### config.mk
export PLATFORM = sky130hd
export DESIGN_NAME = ufc_flow_baud
export DESIGN_NICKNAME = d
export VERILOG_FILES = /design/src/ufc_pkg.sv /design/src/ufc_flow_baud.sv
export VERILOG_INCLUDE_DIRS = /design/src
export SDC_FILE = /design/constraint.sdc
export NUM_CORES = 1
export LEC_CHECK = 0
export ABC_CLOCK_PERIOD_IN_PS = 6550
export BUFFER_PORTS_ARGS = -buffer_cell sky130_fd_sc_hd__buf_4
export CAP_MARGIN = 20
export CORE_ASPECT_RATIO = 1.2
export CORE_MARGIN = 4
export CORE_UTILIZATION = 30
export DETAILED_ROUTE_END_ITERATION = 8
export GPL_TIMING_DRIVEN = 0
export PLACE_DENSITY = 0.5
export SYNTH_ARGS = -nofsm -noshare
export SYNTH_HDL_FRONTEND = slang
export SYNTH_SLANG_ARGS = --single-unit
### constraint.sdc
create_clock -name clock_in -period 6.55 [get_ports clock_in]
set_clock_uncertainty 0.15 [all_clocks]
set_input_delay 0.655 -clock clock_in [delete_from_list [all_inputs] [get_ports clock_in]]
set_output_delay 0.655 -clock clock_in [all_outputs]
set_load 0.02 [all_outputs]
### src/ufc_consts.svh
`ifndef UFC_CONSTS_SVH
`define UFC_CONSTS_SVH
// register offsets (word index on the plain port, the last two on bank 1)
`define UFC_A_IER       4'h0
`define UFC_A_FCR       4'h1
`define UFC_A_LCR       4'h2
`define UFC_A_MCR       4'h3
`define UFC_A_EFR       4'h4
`define UFC_A_RESUME_CHAR_FIRST      4'h5
`define UFC_A_RESUME_CHAR_SECOND      4'h6
`define UFC_A_PAUSE_CHAR_FIRST     4'h7
`define UFC_A_PAUSE_CHAR_SECOND     4'h8
`define UFC_A_TXLVL     4'h9
`define UFC_A_RXLVL     4'hA
`define UFC_A_FLWH      4'hB
`define UFC_A_FLWL      4'hC
`define UFC_A_DIVLO     4'hD
`define UFC_A_DIVHI     4'hE
`define UFC_A_PRES      4'hF
`define UFC_A_ADDITIONAL_FEATURE_CTRL_1     4'h0
`define UFC_A_ISR       4'h1
// field positions
`define UFC_EFR_RTS     6
`define UFC_EFR_CTS     7
`define UFC_EFR_SPEC    5
`define UFC_ADDITIONAL_FEATURE_CTRL_1_MAP   2
`define UFC_MCR_PRE4    7
`define UFC_IER_RX      0
`define UFC_IER_THR     1
`define UFC_IER_XOFF    5
`define UFC_IER_CTS     7
// reset values
`define UFC_RST_BYTE    8'h00
`define UFC_RST_DIV     16'h0001
// interrupt id codes
`define UFC_ID_NONE     8'h01
`define UFC_ID_RXTO     8'h0C
`define UFC_ID_RXRDY    8'h04
`define UFC_ID_THR      8'h02
`define UFC_ID_XOFF     8'h10
`define UFC_ID_CTS      8'h20
// timing
`define UFC_TO_CHARS    4
`define UFC_OVS         16
`define UFC_FIFO_MAX    8'd128
`endif

### src/ufc_pkg.sv
package ufc_pkg;
  typedef logic [7:0] ufc_byte_t;
  typedef enum logic [1:0] {UFC_SW_IDLE, UFC_SW_HALF} ufc_match_e;
endpackage : ufc_pkg

### src/ufc_flow_baud.sv
// Implementation choices: strobed register access and the placing of the registers.
`timescale 1ns/10ps
`include "ufc_consts.svh"
module ufc_flow_baud (
  input  wire logic         clock_in,
  input  wire logic         rst_n_in,
  input  wire logic         clk_en_in,
  input  wire logic [3:0]   addr_in,
  input  wire logic         bank_in,
  input  wire ufc_pkg::ufc_byte_t wdata_in,
  input  wire logic         wr_in,
  input  wire logic         rd_in,
  output ufc_pkg::ufc_byte_t rdata_out,
  input  wire logic         rx_valid_in,
  input  wire ufc_pkg::ufc_byte_t rx_char_in,
  input  wire logic         rx_stop_in,
  input  wire logic [7:0]   rx_count_in,
  input  wire logic         rhr_read_in,
  input  wire logic         tx_char_done_in,
  input  wire logic         thr_empty_in,
  input  wire logic         cts_n_in,
  input  wire logic         dsr_n_in,
  input  wire logic         modem_rts_n_in,
  input  wire logic         modem_dtr_n_in,
  output logic              rx_push_out,
  output logic              tx_allow_out,
  output logic              send_xoff_out,
  output logic              send_xon_out,
  output logic              rts_n_out,
  output logic              dtr_n_out,
  output logic              baud16_out,
  output logic              irq_out
);
  import ufc_pkg::*;

  ufc_byte_t ier_ff, fcr_ff, lcr_ff, mcr_ff, efr_ff, additional_feature_ctrl_1_ff;
  ufc_byte_t resume_char_first_ff, resume_char_second_ff, pause_char_first_ff, pause_char_second_ff;
  ufc_byte_t txlvl_ff, rxlvl_ff, flwh_ff, flwl_ff, pres_ff;
  logic [15:0] div_ff;
  logic        hw_en, sw_en, dbl, ext_mode, cts_line, cts_prev_ff;
  logic        cts_flag_ff, xoff_flag_ff, thr_flag_ff, halted_ff;
  logic        rts_off_ff, xoff_sent_ff, to_flag_ff;
  logic [7:0]  hi_lvl, lo_lvl, rx_trig, cmask;
  logic        on1, on2, of1, of2, spec_hit, rx_rdy;
  ufc_match_e  m_on_ff, m_off_ff;
  ufc_byte_t   isr_id;

  // flow configuration decode
  assign hw_en    = efr_ff[`UFC_EFR_RTS] & efr_ff[`UFC_EFR_CTS];
  assign sw_en    = |efr_ff[3:0];
  assign dbl      = &efr_ff[1:0] | &efr_ff[3:2];
  assign ext_mode = |{txlvl_ff, rxlvl_ff, flwh_ff, flwl_ff};
  // pin level high is the remote's stop request
  assign cts_line = additional_feature_ctrl_1_ff[`UFC_ADDITIONAL_FEATURE_CTRL_1_MAP] ? dsr_n_in : cts_n_in;

  // thresholds, legacy table or extended counts
  always_comb begin
    unique case (fcr_ff[7:6])
      2'b00: begin hi_lvl = 8'd8;  lo_lvl = 8'd0;  end
      2'b01: begin hi_lvl = 8'd16; lo_lvl = 8'd7;  end
      2'b10: begin hi_lvl = 8'd24; lo_lvl = 8'd15; end
      2'b11: begin hi_lvl = 8'd28; lo_lvl = 8'd23; end
    endcase
    rx_trig = hi_lvl;
    if (ext_mode) begin
      hi_lvl  = (flwh_ff > `UFC_FIFO_MAX) ? `UFC_FIFO_MAX : flwh_ff;
      lo_lvl  = (flwl_ff > `UFC_FIFO_MAX) ? `UFC_FIFO_MAX : flwl_ff;
      rx_trig = rxlvl_ff;
    end
  end

  // word length mask for comparisons
  always_comb begin
    unique case (lcr_ff[1:0])
      2'b00: cmask = 8'h1F;
      2'b01: cmask = 8'h3F;
      2'b10: cmask = 8'h7F;
      2'b11: cmask = 8'hFF;
    endcase
  end
  assign on1 = ((rx_char_in ^ resume_char_first_ff) & cmask) == 8'h00;
  assign on2 = ((rx_char_in ^ resume_char_second_ff) & cmask) == 8'h00;
  assign of1 = ((rx_char_in ^ pause_char_first_ff) & cmask) == 8'h00;
  assign of2 = ((rx_char_in ^ pause_char_second_ff) & cmask) == 8'h00;
  assign spec_hit = efr_ff[`UFC_EFR_SPEC] & of2;

  // match strobes for single or double character mode
  logic xoff_hit, xon_hit, flow_char;
  always_comb begin
    xoff_hit  = 1'b0;
    xon_hit   = 1'b0;
    flow_char = 1'b0;
    if (rx_valid_in & sw_en) begin
      if (dbl) begin
        xoff_hit  = (m_off_ff == UFC_SW_HALF) & of2;
        xon_hit   = (m_on_ff == UFC_SW_HALF) & on2;
        flow_char = of1 | on1 | xoff_hit | xon_hit;
      end else begin
        xoff_hit  = of1;
        xon_hit   = on1;
        flow_char = of1 | on1;
      end
    end
  end
  // matched flow characters bypass the fifo
  assign rx_push_out = rx_valid_in & ~flow_char;

  // double mode sequence trackers
  always_ff @(posedge clock_in or negedge rst_n_in) begin
    if (!rst_n_in) begin
      m_on_ff  <= UFC_SW_IDLE;
      m_off_ff <= UFC_SW_IDLE;
    end else if (clk_en_in && rx_valid_in) begin
      m_off_ff <= of1 ? UFC_SW_HALF : UFC_SW_IDLE;
      m_on_ff  <= on1 ? UFC_SW_HALF : UFC_SW_IDLE;
    end
  end

  // register writes
  always_ff @(posedge clock_in or negedge rst_n_in) begin
    if (!rst_n_in) begin
      {ier_ff, fcr_ff, lcr_ff, mcr_ff, efr_ff} <= {5{`UFC_RST_BYTE}};
      {resume_char_first_ff, resume_char_second_ff, pause_char_first_ff, pause_char_second_ff} <= {4{`UFC_RST_BYTE}};
      {txlvl_ff, rxlvl_ff, flwh_ff, flwl_ff} <= {4{`UFC_RST_BYTE}};
      pres_ff  <= `UFC_RST_BYTE;
      additional_feature_ctrl_1_ff <= `UFC_RST_BYTE;
      div_ff   <= `UFC_RST_DIV;
    end else if (clk_en_in && wr_in) begin
      if (bank_in) begin
        unique case (addr_in)
          `UFC_A_ADDITIONAL_FEATURE_CTRL_1: additional_feature_ctrl_1_ff <= wdata_in;
          default: ;
        endcase
      end else begin
        unique case (addr_in)
          `UFC_A_IER:   ier_ff   <= wdata_in;
          `UFC_A_FCR:   fcr_ff   <= wdata_in;
          `UFC_A_LCR:   lcr_ff   <= wdata_in;
          `UFC_A_MCR:   mcr_ff   <= wdata_in;
          `UFC_A_EFR:   efr_ff   <= wdata_in;
          `UFC_A_RESUME_CHAR_FIRST:  resume_char_first_ff  <= wdata_in;
          `UFC_A_RESUME_CHAR_SECOND:  resume_char_second_ff  <= wdata_in;
          `UFC_A_PAUSE_CHAR_FIRST: pause_char_first_ff <= wdata_in;
          `UFC_A_PAUSE_CHAR_SECOND: pause_char_second_ff <= wdata_in;
          `UFC_A_TXLVL: txlvl_ff <= wdata_in;
          `UFC_A_RXLVL: rxlvl_ff <= wdata_in;
          `UFC_A_FLWH:  flwh_ff  <= wdata_in;
          `UFC_A_FLWL:  flwl_ff  <= wdata_in;
          `UFC_A_DIVLO: div_ff[7:0]  <= wdata_in;
          `UFC_A_DIVHI: div_ff[15:8] <= wdata_in;
          `UFC_A_PRES:  pres_ff  <= wdata_in;
        endcase
      end
    end
  end

  // cts edge flag and previous cts level
  always_ff @(posedge clock_in or negedge rst_n_in) begin
    if (!rst_n_in) begin
      cts_prev_ff <= 1'b0;
      cts_flag_ff <= 1'b0;
    end else if (clk_en_in) begin
      cts_prev_ff <= cts_line;
      if (hw_en && cts_line && !cts_prev_ff && ier_ff[`UFC_IER_CTS])
        cts_flag_ff <= 1'b1;
      else if (rd_in && bank_in && addr_in == `UFC_A_ISR
               && isr_id == `UFC_ID_CTS)
        cts_flag_ff <= 1'b0;
    end
  end

  // software flow halt, set wins over clear
  always_ff @(posedge clock_in or negedge rst_n_in) begin
    if (!rst_n_in) begin
      halted_ff    <= 1'b0;
      xoff_flag_ff <= 1'b0;
    end else if (clk_en_in) begin
      if (xoff_hit) begin
        halted_ff <= 1'b1;
        if (ier_ff[`UFC_IER_XOFF])
          xoff_flag_ff <= 1'b1;
      end else if (xon_hit) begin
        halted_ff    <= 1'b0;
        xoff_flag_ff <= 1'b0;
      end else if (rx_valid_in && spec_hit && ier_ff[`UFC_IER_XOFF]) begin
        xoff_flag_ff <= 1'b1;
      end else if (!sw_en) begin
        halted_ff <= 1'b0;
      end
    end
  end
  // transmitter may start a new character only at a boundary
  assign tx_allow_out = ~halted_ff & ~(hw_en & cts_line);

  // receive side flow: rts level and xon/xoff send requests
  always_ff @(posedge clock_in or negedge rst_n_in) begin
    if (!rst_n_in) begin
      rts_off_ff   <= 1'b0;
      xoff_sent_ff <= 1'b0;
    end else if (clk_en_in) begin
      if (rx_count_in >= hi_lvl)
        rts_off_ff <= hw_en;
      else if (rx_count_in <= lo_lvl)
        rts_off_ff <= 1'b0;
      if (sw_en && rx_count_in >= hi_lvl)
        xoff_sent_ff <= 1'b1;
      else if (rx_count_in <= lo_lvl)
        xoff_sent_ff <= 1'b0;
    end
  end
  always_comb begin
    send_xoff_out = sw_en & (rx_count_in >= hi_lvl) & ~xoff_sent_ff;
    send_xon_out  = xoff_sent_ff & (rx_count_in <= lo_lvl);
  end
  // remap steers the flow signal to dtr instead of rts
  always_comb begin
    rts_n_out = modem_rts_n_in;
    dtr_n_out = modem_dtr_n_in;
    if (hw_en && additional_feature_ctrl_1_ff[`UFC_ADDITIONAL_FEATURE_CTRL_1_MAP])
      dtr_n_out = rts_off_ff;
    else if (hw_en)
      rts_n_out = rts_off_ff;
  end

  // baud generator, fractional by 16ths
  logic [17:0] acc_ff;
  logic [1:0]  pre_ff;
  logic [21:0] div_x16;
  logic        pre_tick;
  assign div_x16  = {2'b00, div_ff, 4'h0} + {18'h0, pres_ff[3:0]};
  assign pre_tick = ~mcr_ff[`UFC_MCR_PRE4] | (pre_ff == 2'd3);
  always_ff @(posedge clock_in or negedge rst_n_in) begin
    if (!rst_n_in) begin
      pre_ff     <= 2'd0;
      acc_ff     <= 18'h0;
      baud16_out <= 1'b0;
    end else if (clk_en_in) begin
      pre_ff     <= pre_ff + 2'd1;
      baud16_out <= 1'b0;
      if (pre_tick) begin
        if ({4'h0, acc_ff} + 22'd16 >= div_x16) begin
          acc_ff     <= 18'(({4'h0, acc_ff} + 22'd16) - div_x16);
          baud16_out <= 1'b1;
        end else begin
          acc_ff <= acc_ff + 18'd16;
        end
      end
    end
  end

  // time-out in 16x ticks, 4 chars of up to 12 bits
  logic [9:0] to_ff, to_lim;
  logic [4:0] half_bits;
  // char length in half bits, 1.5 stop bits only with 5-bit words
  assign half_bits = {(4'd6 + {2'b00, lcr_ff[1:0]} + {3'b0, lcr_ff[3]}), 1'b0}
                   + (!lcr_ff[2] ? 5'd2
                      : (lcr_ff[1:0] == 2'b00) ? 5'd3 : 5'd4);
  assign to_lim = 10'(`UFC_TO_CHARS * `UFC_OVS / 2) * {5'h0, half_bits};
  always_ff @(posedge clock_in or negedge rst_n_in) begin
    if (!rst_n_in) begin
      to_ff      <= 10'h0;
      to_flag_ff <= 1'b0;
    end else if (clk_en_in) begin
      if (rx_stop_in || rhr_read_in || rx_count_in == 8'h00) begin
        to_ff      <= 10'h0;
        to_flag_ff <= 1'b0;
      end else if (baud16_out) begin
        if (to_ff >= to_lim - 10'd1)
          to_flag_ff <= 1'b1;
        else
          to_ff <= to_ff + 10'd1;
      end
    end
  end

  // thr empty latch, raised from reset onward
  always_ff @(posedge clock_in or negedge rst_n_in) begin
    if (!rst_n_in)
      thr_flag_ff <= 1'b1;
    else if (clk_en_in) begin
      if (!thr_empty_in)
        thr_flag_ff <= 1'b1;
      else if (rd_in && bank_in && addr_in == `UFC_A_ISR
               && isr_id == `UFC_ID_THR)
        thr_flag_ff <= 1'b0;
    end
  end

  // single highest priority source
  assign rx_rdy = ier_ff[`UFC_IER_RX] & (rx_count_in >= rx_trig)
                & (rx_trig != 8'h00);
  always_comb begin
    if (ier_ff[`UFC_IER_RX] && to_flag_ff)
      isr_id = `UFC_ID_RXTO;
    else if (rx_rdy)
      isr_id = `UFC_ID_RXRDY;
    else if (ier_ff[`UFC_IER_THR] && thr_flag_ff && thr_empty_in)
      isr_id = `UFC_ID_THR;
    else if (xoff_flag_ff)
      isr_id = `UFC_ID_XOFF;
    else if (cts_flag_ff)
      isr_id = `UFC_ID_CTS;
    else
      isr_id = `UFC_ID_NONE;
  end
  assign irq_out = (isr_id != `UFC_ID_NONE);

  // read data one cycle after the strobe
  always_ff @(posedge clock_in or negedge rst_n_in) begin
    if (!rst_n_in)
      rdata_out <= 8'h00;
    else if (clk_en_in) begin
      rdata_out <= 8'h00;
      if (rd_in && bank_in && addr_in == `UFC_A_ISR)
        rdata_out <= isr_id;
      else if (rd_in && bank_in && addr_in == `UFC_A_ADDITIONAL_FEATURE_CTRL_1)
        rdata_out <= additional_feature_ctrl_1_ff;
      else if (rd_in && !bank_in) begin
        unique case (addr_in)
          `UFC_A_IER:   rdata_out <= ier_ff;
          `UFC_A_FCR:   rdata_out <= fcr_ff;
          `UFC_A_LCR:   rdata_out <= lcr_ff;
          `UFC_A_MCR:   rdata_out <= mcr_ff;
          `UFC_A_EFR:   rdata_out <= efr_ff;
          `UFC_A_RESUME_CHAR_FIRST:  rdata_out <= resume_char_first_ff;
          `UFC_A_RESUME_CHAR_SECOND:  rdata_out <= resume_char_second_ff;
          `UFC_A_PAUSE_CHAR_FIRST: rdata_out <= pause_char_first_ff;
          `UFC_A_PAUSE_CHAR_SECOND: rdata_out <= pause_char_second_ff;
          `UFC_A_TXLVL: rdata_out <= txlvl_ff;
          `UFC_A_RXLVL: rdata_out <= rxlvl_ff;
          `UFC_A_FLWH:  rdata_out <= flwh_ff;
          `UFC_A_FLWL:  rdata_out <= flwl_ff;
          `UFC_A_DIVLO: rdata_out <= div_ff[7:0];
          `UFC_A_DIVHI: rdata_out <= div_ff[15:8];
          `UFC_A_PRES:  rdata_out <= pres_ff;
        endcase
      end
    end
  end

  // checks
  a_xoff_halts: assert property (@(posedge clock_in) disable iff (!rst_n_in)
    clk_en_in && xoff_hit |=> !tx_allow_out)
    else $error("xoff match did not halt tx");
  a_xon_resumes: assert property (@(posedge clock_in) disable iff (!rst_n_in)
    clk_en_in && xon_hit && !xoff_hit |=> !halted_ff && !xoff_flag_ff)
    else $error("xon match did not resume");
  a_flow_no_push: assert property (@(posedge clock_in) disable iff (!rst_n_in)
    clk_en_in && rx_valid_in && sw_en && !dbl && (of1 || on1)
    |-> !rx_push_out)
    else $error("flow char pushed to fifo");
  a_hw_needs_both: assert property (@(posedge clock_in) disable iff (!rst_n_in)
    !hw_en |=> !rts_off_ff || $past(rx_count_in) > lo_lvl)
    else $error("rts forced without hw flow");
  a_rts_drop: assert property (@(posedge clock_in) disable iff (!rst_n_in)
    clk_en_in && hw_en && rx_count_in >= hi_lvl |=> rts_off_ff)
    else $error("rts not dropped at high level");
  a_cts_flag: assert property (@(posedge clock_in) disable iff (!rst_n_in)
    clk_en_in && hw_en && ier_ff[7] && $rose(cts_line) |=> cts_flag_ff)
    else $error("cts rise not flagged");
  a_to_clear: assert property (@(posedge clock_in) disable iff (!rst_n_in)
    clk_en_in && rhr_read_in |=> !to_flag_ff && to_ff == 10'h0)
    else $error("time-out not restarted");
  a_isr_single: assert property (@(posedge clock_in) disable iff (!rst_n_in)
    to_flag_ff && ier_ff[0] |-> isr_id == `UFC_ID_RXTO)
    else $error("priority order broken");
endmodule : ufc_flow_baud

== Word level (Yosys, flattened, before mapping) ==
Cells that the tools add are included.

* Add/sub/neg operators: 10
* $lt $le $gt $ge: 7
* Eq/ne operators: 32
* Multiplexer cells: 55
* Bitwise logic cells: 32
* Reduce and logical (&&, ||, !) cells: 67

{| class="wikitable"
|+ Operators by type and width
! operator !! number
|-
| $pmux 8 s16 || 1
|-
| $pmux 8 s4 || 3
|-
| $mux 8 || 8
|-
| $reduce_and 3->1 || 21
|-
| $logic_not 8->1 || 5
|-
| $and 8x8->8 || 4
|-
| $eq 4x4->1 const B || 8
|-
| $mux 1 || 32
|-
| $reduce_or 32->1 || 1
|-
| $xor 8x8->8 || 4
|-
| $mux 10 || 3
|-
| $mux 6 || 5
|-
| $add 20x4->21 || 1
|-
| $ge 19x21->1 || 1
|-
| $add 18x5->19 const B || 1
|-
| $add 18x5->18 const B || 1
|-
| $logic_and 1x1->1 || 18
|-
| $mux 18 || 1
|-
| $sub 18x18->18 || 1
|-
| $eq 4x3->1 const B || 4
|-
| $ge 8x8->1 || 2
|-
| $gt 8x8->1 const B || 2
|-
| $reduce_and 2->1 || 7
|-
| $and 1x1->1 || 13
|-
| 30 further kinds || 56
|}

* Flip-flop bits (word level): 187
* Input bits: 43
* Output and inout port bits: 16
* Logic and storage cells: 235

== Logic depth before layout (Yosys ltp) ==
Gate-level depths: netlist (run 1).

* Depth in word-level cells: 12
* Gate-level depth with buffers: 18
* Gate-level depth less buffers: 17

== Least setup slack after synthesis (run 1) ==
OpenSTA, ideal clock, no wires.

* Path kind: register -> output
* Start point: reg flwl_ff[6]
* End point: out send_xon_out
* Data arrival time: 2.864 ns
* Data required time: 5.745 ns
* Setup slack: 2.881 ns
* Cell stages (with the launch flop): 12
* Path buffers: 0
* Cell sequence: dfrtp_1 nor4_1 nand4_1 nor3_2 o21a_1 a21oi_1 ha_1 a21o_1 a221o_1 a221oi_1 a31o_2 and2_1

* Word-level cells in the longest chain between the ends: 5
* Elaborated cells between the ends (all ways): 6
* Those cells by class: 2 x order compare; 2 x mux; 1 x bitwise; 1 x reduce/logical

{| class="wikitable"
|+ RTL lines
! what !! line !! source
|-
| from (decl) || ufc_flow_baud.sv:38 || <nowiki>ufc_byte_t txlvl_ff, rxlvl_ff, flwh_ff, flwl_ff, pres_ff;</nowiki>
|-
| from (signal assigned) || ufc_flow_baud.sv:124 || <nowiki>{txlvl_ff, rxlvl_ff, flwh_ff, flwl_ff} <= {4{`UFC_RST_BYTE}};</nowiki>
|-
| from (signal assigned) || ufc_flow_baud.sv:148 || <nowiki>`UFC_A_FLWL: flwl_ff <= wdata_in;</nowiki>
|-
| $gt 8x8->1 (no line) || - ||
|-
| $mux 8 || ufc_flow_baud.sv:67 || <nowiki>lo_lvl = (flwl_ff > `UFC_FIFO_MAX) ? `UFC_FIFO_MAX : flwl_ff;</nowiki>
|-
| $mux 8 * || ufc_flow_baud.sv:65 || <nowiki>if (ext_mode) begin</nowiki>
|-
| $le 8x8->1 * || ufc_flow_baud.sv:213 || <nowiki>send_xon_out = xoff_sent_ff & (rx_count_in <= lo_lvl);</nowiki>
|-
| $and 1x1->1 * || ufc_flow_baud.sv:213 ||
|-
| to (decl) || ufc_flow_baud.sv:28 || <nowiki>output logic send_xon_out,</nowiki>
|}

Mark *: on every way between the ends. The rest lies on a longest branch, timed or not.

== Worst setup path after layout (run 1) ==
* Start point: reg flwl_ff[1]
* End point: out send_xon_out

The elaborated chain is that of the path after synthesis.

==> out/results.ini, run 1 <==
[run_status]
status=finished, final reports clean

[timing]
setup_viol=0
worst_slew_pin_slew_ps=997
fin_crit_ps=4740
max_freq_mhz=211
rsz0062_at_grt=no
tns_ps=0
finalHoldViolCount=0
slew_viol_final=0
setup_ws_ps=1810
final.period_utilization_pct=72.3
hold_slack_ps=60.0
maxSlewHeadroom_pct=33.5

[layout]
drive_gt1_share_pct=19.0
top_regs=acc_ff (18), div_ff (16), to_ff (10)
final_cells=1747
num-nets-final=1355
top_register=acc_ff
area_growth_pct=14.4
n_antenna_cell=0
largest_reg_flops=18

[yosys]
synth_fp_nets=1281
yosys-top-cells-area=dfrtp_1, mux2_2, ha_1, nand2_1, o21ai_0
syn_inst=1180
yosysTopAreaCell=dfrtp_1
ys_seq_area_share_pct=40.0
ys_types=84
ys_warn_count=0
async_flop_share_pct=100
avgSynthCellArea_um2=9.82
synth_ff_type=dfrtp_1
ys_top_cells_by_count=dfrtp_1, mux2_2, nand2_1
synthesis.area_um2=11600
ys_seq_elements=185
yosys.cell_count.top_type=dfrtp_1
synth_top_area_share_pct=39.5
synth-edff-count=0

[setup_path]
max_stage_delay_ps=510
crit_family=compound AO/OA/AOI/OAI gates
worstSetupEndpointType=primary output
path_cells=nor4_1, nand4_1, nor3_2, o21a_1, a21oi_1, ha_1, a21o_1, a221o_1, a221oi_1, a31o_2, and2_1, buf_4
worstPathRequired_ps=5740
critPathLaunchType=flop
critical_path_arrival_ps=3930
crit_type=flop to primary output
cp_max_fo=9
crit_buf_inv=1
slowest_stage=nor3_2

[routing]
ant_nets=0
drt-total-wl_mm=41.0
vias_per_cell=5.50
num_vias=9609
drcViolationCount=0
drtIter0Drc=752
wire_per_inst_um=23.5
firstDrtPassIters=5

[die]
die_height_um=223
initial_core_util_pct=30.5
io_pins=59
die_width_um=187
die-area_um2=41900
rows=78
core_um2=38000

[clock_network]
cts_resized=0
cts_root_buffer=clkbuf_16
clkLatencyLatePin_ps=460
cts_sinks=185
cts.hold.buffers_added=0
cts_made_buffers=17
cts_buffer_depth=2
cts_setup_buffers=0
h-tree-depth=4
cts_tree=yes
clk_pin_slew_worst_paths_ps=90

[power]
powerDensity_nw_per_um2=288
p_comb_share_pct=31.8
leakagePower_uw=0.00586
p_seq_share_pct=39.0
ir_worst_vdd_v=0.000185
power.switching_uw=1420
total_power_uw=3820
internal_power_uw=2400
swShare_pct=37.1
pwr-share-clk_pct=29.2

[placement]
dp.cells=1715
dp_hpwl_mm=31.5
pre_cts_ws_ps=2230
gp_congestion=0.963
port_buffers=53

[global_route]
grt_pass1_wl_mm=61.5
grt_max_degree=101
grt-ovfl-total=0
antenna_found_initial=1
grt_pass1_vias=9499
grt_usage_pct=19.5

[min_path]
min_path_type=input pin to async pin

[flow_run]
drv_cap=0

==> cell usage in the layout (no fill, tap or decap), types with 6 or more instances in the layout <==
cell type,count
a211oi_1,7
a21boi_0,6
a21o_1,10
a21oi_1,43
a221o_1,7
a221oi_1,8
a22o_1,10
a22oi_1,24
a31oi_1,6
and2_1,7
and3_1,22
buf_1,7
buf_2,14
buf_4,53
clkbuf_1,33
clkbuf_16,17
dfrtp_1,183
ha_1,56
inv_1,56
inv_8,6
mux2_2,116
mux2i_1,22
nand2_1,105
nand2b_1,10
nand3_1,33
nand4_1,12
nor2_1,70
nor2b_1,19
nor3_1,14
nor4_1,13
o2111ai_1,8
o211ai_1,8
o21ai_0,76
xnor2_1,35
xor2_1,31
==> layer usage <==
layer,vias up,GRT usage [%],routed length (um)
met3,58,2.85,1400
li1,4469,-,-
met1,4879,24.1,17600
met4,2,8.43,1540
met5,-,0,15
met2,201,33.8,20400
==> worst reg2reg max path, cell delays in order, from the launching register on <==
cell and delay (ps):
dfrtp_1 410, ha_1 250, nand3_1 160, nor2_1 270, and3_1 320, and3_1 280
and3_1 250, xor2_1 100, ha_1 350, nand4_1 160, nor3_1 250, a221o_1 230
nor2_4 60, a21boi_4 320, buf_6 230, o21ai_2 60, a221o_1 300
==> final timing paths <==
| path | startpoint | endpoint | slack, ps | cells past startpoint |
|---|---|---|---|---|
| max reg2reg | acc_ff[4]$_DFFE_PN0P_ | acc_ff[16]$_DFFE_PN0P_ | 2280 | 16 |
| min in group clock_in | thr_empty_in | thr_flag_ff$_DFFE_PN1P_ | 210 | 2 |
| max in group asynchronous | rst_n_in | rxlvl_ff[0]$_DFFE_PN0P_ | 5230 | 2 |
| min reg2reg | pre_ff[0]$_DFFE_PN0P_ | pre_ff[0]$_DFFE_PN0P_ | 330 | 1 |
| max | flwl_ff[1]$_DFFE_PN0P_ | send_xon_out | 1810 | 12 |
| min | rst_n_in | ier_ff[2]$_DFFE_PN0P_ | 60 | 1 |
==> final cells by class <==
cell class	count	area, um^2
fillers	3906	24700
multi-input cells	880	6490
flip-flops and latches	185	4630
well taps	480	601
repair buffers	55	437
clock buffers	17	425
plain buffers	57	245
inverters	58	218
clock inverters	15	204
==> cells by family after synthesis <==
kind of cell | synth area share (%)
AOI/OAI and AO/OA | 17.2
xor gates and xnor gates | 4.99
adders and majority gates | 6.39
buffers and inverters | 3.99
DFF | 40.0
muxes | 13.4
and+or+nand+nor | 14.1
==> through the flow <==
stage / instance area [um^2] / util [%]
after floorplan: 11600 / -
after global placement: 12600 / 33.2
after detailed placement: 12600 / 33.3
after CTS: 13300 / 34.9
after global routing: 13300 / 34.9
final: 13300 / 34.9
==> power groups by stage <==
stage	registers, uW	clock network [uW]	logic (uW)
2_1_floorplan	1420	0	880
3_3_place_gp	1500	0	1200
3_5_place_dp	1510	0	1210
4_1_cts	1480	1140	1220
5_1_grt	1500	1190	1360
6_report	1490	1110	1220
(Power assumes the default switching activity.)
==> run 2, diff against run 1 <==
--- a/config.mk
+++ b/config.mk
@@ -6,7 +6,7 @@
 export SDC_FILE = /design/constraint.sdc
 export NUM_CORES = 1
 export LEC_CHECK = 0
-export ABC_CLOCK_PERIOD_IN_PS = 6550
+export ABC_CLOCK_PERIOD_IN_PS = 4700
 export BUFFER_PORTS_ARGS = -buffer_cell sky130_fd_sc_hd__buf_4
 export CAP_MARGIN = 20
 export CORE_ASPECT_RATIO = 1.2
==> constraint.sdc (replaced) <==
create_clock -name clock_in -period 4.7 [get_ports clock_in]
set_clock_uncertainty 0.15 [all_clocks]
set_input_delay 0.47 -clock clock_in [delete_from_list [all_inputs] [get_ports clock_in]]
set_output_delay 0.47 -clock clock_in [all_outputs]
set_load 0.02 [all_outputs]
==> run 2 against run 1 <==
  * Combinational power increased by 39%
  * Register-to-register slack got worse by 1800 ps
  * Critical path depth unchanged
  * Hold slack improved by 110 ps
  * Sequential share of layout area decreased by 0.069 points
  * Utilization increased by 0.069 points
  * Via count decreased by 0.17%
  * Cell area increased by 0.20%
  * Clock power increased by 41%
  * First-iteration DRC count decreased by 3.9%
  * Final cell count increased by 0.11%
==> out/results.ini, run 2 (synthesis gave the netlist of run 1 again) <==
[run_status]
status=finished, final reports clean

[timing]
final.period_utilization_pct=94.7
tns_ps=0
finalHoldViolCount=0
rsz0062_at_grt=no
fin_crit_ps=4450
setup_viol=0
slew_viol_final=0
maxSlewHeadroom_pct=35.4
worst_slew_pin_slew_ps=961
max_freq_mhz=225
setup_ws_ps=249

[placement]
pre_cts_ws_ps=384
port_buffers=53
gp_congestion=0.963
dp_hpwl_mm=31.5

[power]
power.switching_uw=1970
powerDensity_nw_per_um2=401
p_seq_share_pct=39.0
ir_worst_vdd_v=0.000260
pwr-share-clk_pct=29.2
swShare_pct=37.1
leakagePower_uw=0.00589
p_comb_share_pct=31.8
internal_power_uw=3350

[routing]
firstDrtPassIters=6
drtIter0Drc=723
drt-total-wl_mm=41.0
drcViolationCount=0
vias_per_cell=5.48
wire_per_inst_um=23.4
ant_nets=0
num_vias=9593

[global_route]
grt_pass1_wl_mm=61.4
grt_max_degree=101
grt-ovfl-total=0
antenna_found_initial=1
grt_usage_pct=19.5
grt_pass1_vias=9495

[setup_path]
cp_max_fo=9
critical_path_arrival_ps=3830
crit_type=flop to primary output
r2r_cells=16
worstSetupEndpointType=primary output
critPathLaunchType=flop
rrSetupSlack_ps=430
worstPathRequired_ps=4080

[layout]
drive_gt1_share_pct=19.0
largest_reg_flops=18
n_antenna_cell=0
area_growth_pct=14.6
mostFrequentLayoutCell=dfrtp_1
final_cell_mix=dfrtp_1, mux2_2, nand2_1, o21ai_0, nor2_1
num-nets-final=1357
top_regs=acc_ff (18), div_ff (16), to_ff (10)
top_register=acc_ff

[min_path]
min_path_type=input pin to flop
whs_path_depth=3

[die]
initial_core_util_pct=30.5
die-area_um2=41900
die_width_um=187
die_height_um=223
io_pins=59
rows=78
core_um2=38000

[clock_network]
clk_pin_slew_worst_paths_ps=90
h-tree-depth=4
cts_buffer_depth=2
cts_sinks=185
cts_setup_buffers=0
cts_root_buffer=clkbuf_16
cts_made_buffers=17
cts_tree=yes
clkLatencyLatePin_ps=470

[flow_run]
drv_cap=0

==> run 2: cell types whose count changed in the layout (fill, tap and decap cells not counted) <==
cell,change
dlygate4sd3_1,+2
nor3_2,-1
nor3_4,+1
==> run 2: routing by layer <==
metal,vias up,wire length [um],share of wire [%],track usage (%)
met5,-,15,0.037,0
met4,2,1550,3.8,8.43
met3,61,1600,3.9,2.85
met2,227,20400,50,33.8
met1,4825,17400,42,24.1
li1,4478,-,-,-
==> run 2: power groups by stage <==
stage | Combinational, uW | Clock, uW | Sequential (uW)
after detailed placement | 1690 | 0 | 2100
final | 1690 | 1560 | 2070
after floorplan | 1230 | 0 | 1980
after CTS | 1710 | 1590 | 2070
after global routing | 1900 | 1660 | 2100
after global placement | 1670 | 0 | 2100
==> run 2: stage by stage <==
stage	hold slack [ps]	power (uW)	cells	cell area (um^2)	util (%)
3_5_place_dp	321	3790	1715	12600	33.3
4_1_cts	159	5360	1749	13300	35.0
2_1_floorplan	24.4	3210	1180	11600	-
5_1_grt	170	5650	1749	13300	35.0
6_report	174	5320	1749	13300	35.0
3_3_place_gp	316	3760	1713	12600	33.2
==> run 2: cell type report <==
type	instances	area, um^2
fillers	3904	24700
clock buffers	17	425
well taps	480	601
inverters	58	218
plain buffers	57	245
multi-input cells	880	6500
flip-flops and latches	185	4630
clock inverters	15	204
repair buffers	57	457
==> run 2: timing repair <==
action                                  4_1_cts  5_1_grt
hold endpoints to repair                     84        0
endpoints found under the setup margin        0        1
hold buffers                                  2        0
resized for setup                             0        1
==> run 2: final timing paths <==
kind                                         from                  endpoint
setup / recovery           flwl_ff[1]$_DFFE_PN0P_              send_xon_out
hold / removal                              rd_in  rdata_out[6]$_DFFE_PN0P_
setup reg to reg            acc_ff[4]$_DFFE_PN0P_    acc_ff[16]$_DFFE_PN0P_
hold reg to reg             pre_ff[0]$_DFFE_PN0P_     pre_ff[0]$_DFFE_PN0P_
max in group asynchronous                rst_n_in   rxlvl_ff[0]$_DFFE_PN0P_
min in group asynchronous                rst_n_in     ier_ff[2]$_DFFE_PN0P_
==> run 2: critical path, stage by stage (launching register included) <==
cell and delay (ps):
dfrtp_1 490, nor4_1 320, nand4_1 180, nor3_4 390, o21a_1 280, a21oi_1 70, ha_1 300, a21o_1 160
a221o_1 340, a221oi_1 290, a31o_2 260, and2_1 160, buf_4 130
